## src/logic/socl_pkg.sv

```systemverilog
// package for the safety output and case input logic
// assumes a single 40 MHz clock domain (mclk)
`default_nettype none
package socl_pkg;
  // clock rate and timing
  localparam int unsigned CLK_HZ          = 40_000_000;  // mclk rate
  localparam int unsigned CLK_PERIOD_NS   = 25;          // mclk period
  localparam int unsigned GRACE_TIME_MS   = 1000;        // further acceptance window
  localparam int unsigned GRACE_CYCLES    = GRACE_TIME_MS * (CLK_HZ / 1000);
  localparam int unsigned SWON_DELAY_MS   = 0;           // default switch-on delay
  localparam int unsigned SWON_CYCLES_RAW = SWON_DELAY_MS * (CLK_HZ / 1000);
  localparam int unsigned SWON_CYCLES     = (SWON_CYCLES_RAW < 1) ? 1 : SWON_CYCLES_RAW;
  // widths
  localparam int unsigned N_CH      = 4;                 // raw case input channels
  localparam int unsigned CASE_W    = 3;                 // case number width
  localparam int unsigned CNT_W     = 32;                // timer width
  localparam logic [CASE_W-1:0] CASE_RST = 3'h0;         // case after reset
  // evaluation methods
  typedef enum logic [2:0] {
    SOCL_EV_COMPL,    // complementary pairs
    SOCL_EV_ONE_OF_N, // exactly one channel high
    SOCL_EV_PAR3,     // 3-channel parity
    SOCL_EV_PAR4      // 4-channel parity
  } socl_eval_e;
  // decoded case selection
  typedef struct packed {
    logic              valid;  // pattern legal
    logic [CASE_W-1:0] num;    // case number
  } socl_case_s;
  // safety output pair
  typedef struct packed {
    logic ch_b;  // second output of pair
    logic ch_a;  // first output of pair
  } socl_out_s;
endpackage : socl_pkg
`default_nettype wire

```

## src/logic/socl_top.sv

```systemverilog
// case input decoding and safety switch output driver
// assumes inputs synchronous to mclk after two-stage chain, one clock domain
// What this block does
// - outputs ON when field clear, no fault
// - outputs OFF on object or fault
// - any detected error forces outputs OFF
// - control inputs select active monitoring case
// - method chosen by configuration
// - complementary input is two opposite channels
// - first high second low is 0, else 1
// - equal channel levels are an error
// - one-of-n: exactly one channel high
// - parity three or four channels, else error
// - hold case for delay, one-second grace
// - sequence monitoring: invalid after delay latches error
`default_nettype none
module socl_top
  import socl_pkg::*;
#(
  parameter int unsigned SWON_CNT  = SWON_CYCLES,  // switch-on delay in cycles
  parameter int unsigned GRACE_CNT = GRACE_CYCLES  // grace window in cycles
) (
  // clock and reset
  input  wire logic                       mclk,
  input  wire logic                       sys_rst,
  // configuration
  input  wire socl_pkg::socl_eval_e       eval_mode,
  input  wire logic                       seq_mon_en,
  // case input channels, pairs are first[0]/second[0] and first[1]/second[1]
  input  wire logic [socl_pkg::N_CH-1:0]  case_input_channel_first,
  input  wire logic [socl_pkg::N_CH-1:0]  case_input_channel_second,
  // field and fault status
  input  wire logic                       field_occupied,
  input  wire logic                       device_fault,
  input  wire logic                       xfer_error,
  // outputs
  output var  socl_pkg::socl_out_s        safety_switch_output,
  output var  socl_pkg::socl_case_s       active_case,
  output logic                            case_error,
  output logic                            restart_needed
);
  import socl_pkg::*;

  // selection states: run follows the pins, delay holds the old case,
  // grace waits for a legal pattern with outputs off, lock waits for reset
  typedef enum logic [1:0] {ST_RUN, ST_DELAY, ST_GRACE, ST_LOCK} socl_st_e;

  logic [N_CH-1:0] s1_first_q, s2_first_q;    // synchroniser, first channels
  logic [N_CH-1:0] s1_second_q, s2_second_q;  // synchroniser, second channels
  logic [N_CH-1:0] prev_first_q, prev_second_q; // last seen pattern
  socl_case_s      dec;                        // combinational decode
  socl_st_e        st_q;                       // selection state
  logic [CNT_W-1:0] cnt_q;                     // delay / grace timer
  logic            have_case_q;                // valid case held since reset
  logic            sel_bad;                    // selection currently unsafe
  logic            in_changed;                 // input pattern changed
  logic [1:0]      fill_q;                     // synchroniser fill marker

  // two-stage chain per channel
  always_ff @(posedge mclk or posedge sys_rst) begin
    if (sys_rst) begin
      s1_first_q  <= '0;
      s2_first_q  <= '0;
      s1_second_q <= '0;
      s2_second_q <= '0;
    end else begin
      s1_first_q  <= case_input_channel_first;
      s2_first_q  <= s1_first_q;
      s1_second_q <= case_input_channel_second;
      s2_second_q <= s1_second_q;
    end
  end

  // decode by configured method
  always_comb begin
    dec = '{valid: 1'b0, num: '0};
    case (eval_mode)
      SOCL_EV_COMPL: begin
        // two logical inputs from channel pairs 0 and 1
        dec.valid = (s2_first_q[0] ^ s2_second_q[0])
                  & (s2_first_q[1] ^ s2_second_q[1]);
        dec.num   = {1'b0, s2_second_q[1], s2_second_q[0]};
      end
      SOCL_EV_ONE_OF_N: begin
        // channels ordered first[0], second[0], first[1], second[1]
        case ({s2_second_q[1], s2_first_q[1], s2_second_q[0], s2_first_q[0]})
          4'h1: dec = '{valid: 1'b1, num: 3'h1};
          4'h2: dec = '{valid: 1'b1, num: 3'h2};
          4'h4: dec = '{valid: 1'b1, num: 3'h3};
          4'h8: dec = '{valid: 1'b1, num: 3'h4};
          default: dec = '{valid: 1'b0, num: 3'h0};
        endcase
      end
      SOCL_EV_PAR3: begin
        // first[0..1] data, first[2] parity; odd count of highs
        dec.valid = ^s2_first_q[2:0];
        dec.num   = {1'b0, s2_first_q[0], s2_first_q[1]};
      end
      SOCL_EV_PAR4: begin
        // first[0..2] data, first[3] parity; odd count of highs
        dec.valid = ^s2_first_q[3:0];
        dec.num   = {s2_first_q[2], s2_first_q[1], s2_first_q[0]};
      end
      default: dec = '{valid: 1'b0, num: 3'h0};
    endcase
  end

  assign in_changed = (s2_first_q != prev_first_q) | (s2_second_q != prev_second_q);

  // pattern history for change detection
  always_ff @(posedge mclk or posedge sys_rst) begin
    if (sys_rst) begin
      prev_first_q  <= '0;
      prev_second_q <= '0;
    end else begin
      prev_first_q  <= s2_first_q;
      prev_second_q <= s2_second_q;
    end
  end

  // marks the synchroniser as filled two edges after reset release
  // without it the first delay decision would judge the reset zeros
  always_ff @(posedge mclk or posedge sys_rst) begin
    if (sys_rst) begin
      fill_q <= 2'h0;
    end else begin
      fill_q <= {fill_q[0], 1'b1};
    end
  end

  // case selection sequencer
  always_ff @(posedge mclk or posedge sys_rst) begin
    if (sys_rst) begin
      st_q        <= ST_DELAY;
      cnt_q       <= '0;
      active_case <= '{valid: 1'b0, num: CASE_RST};
      have_case_q <= 1'b0;
    end else begin
      case (st_q)
        // run: follow the decoded case while the pins stay steady
        ST_RUN: begin
          if (in_changed || !dec.valid) begin
            st_q  <= ST_DELAY;  // old case kept
            cnt_q <= '0;
          end else begin
            active_case <= dec;
          end
        end
        // delay: old case kept for the switch-on delay
        ST_DELAY: begin
          if (!fill_q[1]) begin
            cnt_q <= '0;            // pins not yet through the chain
          end else if (cnt_q >= CNT_W'(SWON_CNT - 1)) begin
            cnt_q <= '0;
            if (dec.valid) begin
              st_q        <= ST_RUN;
              active_case <= dec;
              have_case_q <= 1'b1;
            end else if (seq_mon_en) begin
              st_q <= ST_LOCK;
            end else begin
              st_q <= ST_GRACE;
            end
          end else begin
            cnt_q <= cnt_q + 1'b1;
          end
        end
        // grace: outputs off, a legal pattern within the window recovers
        ST_GRACE: begin
          if (dec.valid) begin
            st_q        <= ST_RUN;
            active_case <= dec;
            have_case_q <= 1'b1;
          end else if (cnt_q >= CNT_W'(GRACE_CNT - 1)) begin
            st_q <= ST_LOCK;
          end else begin
            cnt_q <= cnt_q + 1'b1;
          end
        end
        // lock: only a reset leaves this state
        ST_LOCK: begin
          active_case.valid <= 1'b0;  // stays until reset
        end
        default: st_q <= ST_LOCK;
      endcase
    end
  end

  // selection unsafe when grace, lock or nothing valid yet
  // in delay a held legal case keeps the outputs on until the decision
  assign sel_bad = (st_q == ST_GRACE) || (st_q == ST_LOCK) || !have_case_q
                 || ((st_q == ST_DELAY) && !active_case.valid);

  // status flags
  always_ff @(posedge mclk or posedge sys_rst) begin
    if (sys_rst) begin
      case_error     <= 1'b0;
      restart_needed <= 1'b0;
    end else begin
      case_error     <= (st_q == ST_GRACE) || (st_q == ST_LOCK);
      restart_needed <= (st_q == ST_LOCK);
    end
  end

  // safety output pair
  // each off cause alone forces both channels low at the next mclk edge
  always_ff @(posedge mclk or posedge sys_rst) begin
    if (sys_rst) begin
      safety_switch_output <= '{ch_b: 1'b0, ch_a: 1'b0};
    end else if (field_occupied || device_fault) begin
      safety_switch_output <= '{ch_b: 1'b0, ch_a: 1'b0};
    end else if (xfer_error || sel_bad) begin
      safety_switch_output <= '{ch_b: 1'b0, ch_a: 1'b0};
    end else begin
      safety_switch_output <= '{ch_b: 1'b1, ch_a: 1'b1};
    end
  end
endmodule : socl_top
`default_nettype wire

```

## config.mk

```make
export PLATFORM = sky130hd
export DESIGN_NAME = socl_top
export DESIGN_NICKNAME = d
export VERILOG_FILES = /design/src/logic/socl_pkg.sv /design/src/logic/socl_top.sv
export SDC_FILE = /design/constraint.sdc
export NUM_CORES = 1
export LEC_CHECK = 0
export BUFFER_PORTS_ARGS = -buffer_cell sky130_fd_sc_hd__buf_2
export CELL_PAD_IN_SITES_DETAIL_PLACEMENT = 2
export CELL_PAD_IN_SITES_GLOBAL_PLACEMENT = 2
export CORE_MARGIN = 1
export CORE_UTILIZATION = 39
export DETAILED_ROUTE_END_ITERATION = 16
export PLACE_DENSITY = 0.89
export SLEW_MARGIN = 5
export SYNTH_ARGS = -nofsm -noshare
export SYNTH_HDL_FRONTEND = slang
export SYNTH_SLANG_ARGS = --single-unit
```

## constraint.sdc

```tcl
create_clock -name mclk -period 2.7 [get_ports mclk]
set_input_delay 0.405 -clock mclk [delete_from_list [all_inputs] [get_ports mclk]]
set_output_delay 0.405 -clock mclk [all_outputs]
set_load 0.01 [all_outputs]
```

==> reports/summary.txt <==
Clock transition at path regs - 0.09 ns
power share of the combinational group - 27.9%
Filler cells - 940
switching share of power - 35.0%
non-filler cells, final - 501
CP Launch Type - flip-flop
cells along the critical path - inv_1 > ha_1 > o21ai_0 > a311oi_2 > a21o_2 > buf_4 > nor4_1 > o22ai_1 > a41o_1
layout cells sized above 1 - 19.6%
Crit-path slowest cell - nor4_1
Max-slew headroom - 41.0%
RSZ-0062 raised after global routing - no
cts bufs inserted - 9
post-synthesis area per instance - 10.1 µm²
design area - 4120 µm²
n_diodes - 0
die width - 98.2 µm
MaxCap Viol Count - 0
Synth Flop Type - dfrtp_1
DR vias - 3087
Max VDD drop - 0.355 mV
first-pass GRT wire length - 18.8 mm
post-layout util - 46.5%
Async S/R FF share, synth - 100%
Initial Util - 40.8%
worst min-delay path class - input port to flip-flop
Die H - 98.2 µm
gr ovfl total - 0
drt wl/cell - 23.2 µm
final hold viol count - 0
# hold bufs at CTS - 0
die area - 9650 µm²
clock sinks - 68
commonest non-fill, non-tap cell in the layout - dfrtp_1
vias per inst - 6.16
EDFF count, synth - 0
total I/O pin count - 25
crit end category - flip-flop
Layout Nets - 416
Placer Congestion - 0.907
Clock Power Share - 30.6%
DPL Wire Length - 7.95 mm
# port buffers - 24
Worst-Skew Late Latency - 0.37 ns
Iter 0 DRT Violations - 149
Synth-to-Final Area Change - 14.0%
CTS root buffer - clkbuf_8
slowest cell delay on critical path - 0.44 ns
final setup vio count - 0
commonest cells after routing, fill and taps aside - dfrtp_1 (65), nand2_1 (45), buf_2 (24)
Seq/Total Area, Yosys - 47.1%
Crit Path Class - flip-flop to flip-flop
Pwr per Cell Area - 680 nW/µm²
Post-Place Cells - 484
TritonRoute pass-1 iters - 6
Switch Pwr - 980 µW
Post-Syn Nets - 386
placed instance area - 3870 µm²
sequential power share - 41.4%
drt drc - 0
worst slew pin tran - 0.885 ns
Required @ worst endpoint - 2.96 ns
fin crit share - 95.9%
P_int - 1820 µW
Antenna Violating Nets Remaining - 0
post-synthesis register bit count - 68
core area - 8850 µm²
Synth cell types - 66
leakage - 0.00181 µW
Final Power - 2800 µW
clk buf depth - 2
status - complete, no violations
CTS H-tree depth - 3
synthesized area - 3610 µm²
crit path DAT - 2.85 ns
CTS tree - done
pin count of the biggest net entering global routing - 69
critical path peak fanout - 9
Period minus WS final - 2.59 ns
clock skew - 0.0153 ns
Total Routing Usage GR - 25.6%
fin. max-slew vios - 0
row count - 34
vias in the first global route - 3573
Ys Warns - 0
initial antenna violation count - 0
Synth Instances - 358
final wirelength - 11.6 mm
fmax - 386 MHz
## final timing paths
check / slack [ns] / cells after the start / endpoint / from
setup / recovery: 0.11 / 9 / cnt_q[24] / s2_first_q[1]
hold / removal: 0.14 / 1 / s1_first_q[3] / case_input_channel_first[3]
setup reg to reg: 0.11 / 9 / cnt_q[24] / s2_first_q[1]
hold reg to reg: 0.34 / 0 / s2_first_q[0] / s1_first_q[0]
max in group asynchronous: 1.76 / 3 / s2_first_q[1] / sys_rst
min in group asynchronous: 0.31 / 3 / cnt_q[27] / sys_rst
## timing repair
item,CTS,global route
resized for setup,2,8
buffers inserted,0,1
setup endpoints to repair,18,30
pin swaps,1,1
## synth_stat cells, types with 6 or more instances
cell,count,area share [%]
dfrtp_1,67,46
nand2_1,45,4.7
nor2_1,20,2.1
nand4_1,16,2.8
nand3_1,14,1.9
inv_1,12,1.2
ha_1,11,3.8
clkbuf_1,10,1.0
nor4_1,10,1.7
a21oi_1,9,1.2
nor2b_1,9,1.6
and3_1,8,1.4
o21ai_0,8,1.1
xnor2_1,8,1.9
nor3_1,7,0.97
a211o_1,6,1.5
nand2b_1,6,1.0
## area by class of cell
class	instances	area [µm²]	share of cell area, %
Multi-Input combinational cell	260	1810	44.0
Clock buffer	10	128	3.10
Timing Repair Buffer	37	230	5.59
Clock inverter	6	63.8	1.55
Inverter	12	45.0	1.09
Sequential cell	68	1710	41.4
Tap cell	108	135	3.28
## worst max-delay path: cells and delay by family, from the launching register on
kind	cells	cell delay, ns
adder cells (fa/ha/maj)	1	0.24
AND/OR/NAND/NOR	1	0.44
buffers and inverters	2	0.31
AO/OA/AOI/OAI	5	1.08
flip-flops	1	0.43
## power groups by stage
stage	registers, µW	clock network, µW	logic, µW
floorplan	1180	0	465
finish	1160	858	782
global route	1170	910	847
detailed placement	1180	0	730
CTS	1160	875	761
global placement	1170	0	698
## flip-flops by register name, summed over array words and instances (netlist names)
signal / flops
cnt_q: 32
active_case: 4
prev_first_q: 4
prev_second_q: 4
s1_first_q: 4
s1_second_q: 4
s2_first_q: 4
s2_second_q: 4
fill_q: 2
st_q: 2
case_error: 1
have_case_q: 1
restart_needed: 1
safety_switch_output: 1
## per-stage QoR
step / setup slack (ns) / TNS [ns] / hold WS, ns
after floorplan: 0.504 / 0 / 0.331
after global placement: 0.0548 / 0 / 0.333
after detailed placement: -0.107 / -0.165 / 0.338
after CTS: -0.0858 / -0.253 / 0.128
after global routing: 0.00443 / 0 / 0.124
final: 0.111 / 0 / 0.137
## logic make-up (layout without fill, tap and decap cells)
group | after synthesis | in the layout | synth area share, %
fa+ha+maj | 11 | 11 | 3.81
mux | 8 | 8 | 3.15
compound gates | 75 | 75 | 16.5
other cells | 1 | 1 | 0.104
buf+inv | 30 | 65 | 3.57
simple gates | 155 | 155 | 23.0
flops | 68 | 68 | 47.1
xor+xnor | 10 | 10 | 2.81
## metal layers
metal | global-route usage (%) | up-vias | wire length (µm)
met5 | 0 | - | 0
met2 | 45.9 | 67 | 6220
li1 | - | 1382 | -
met3 | 4.94 | 24 | 331
met1 | 29.1 | 1614 | 4790
met4 | 12.3 | 0 | 261
(Power assumes the default switching activity.)
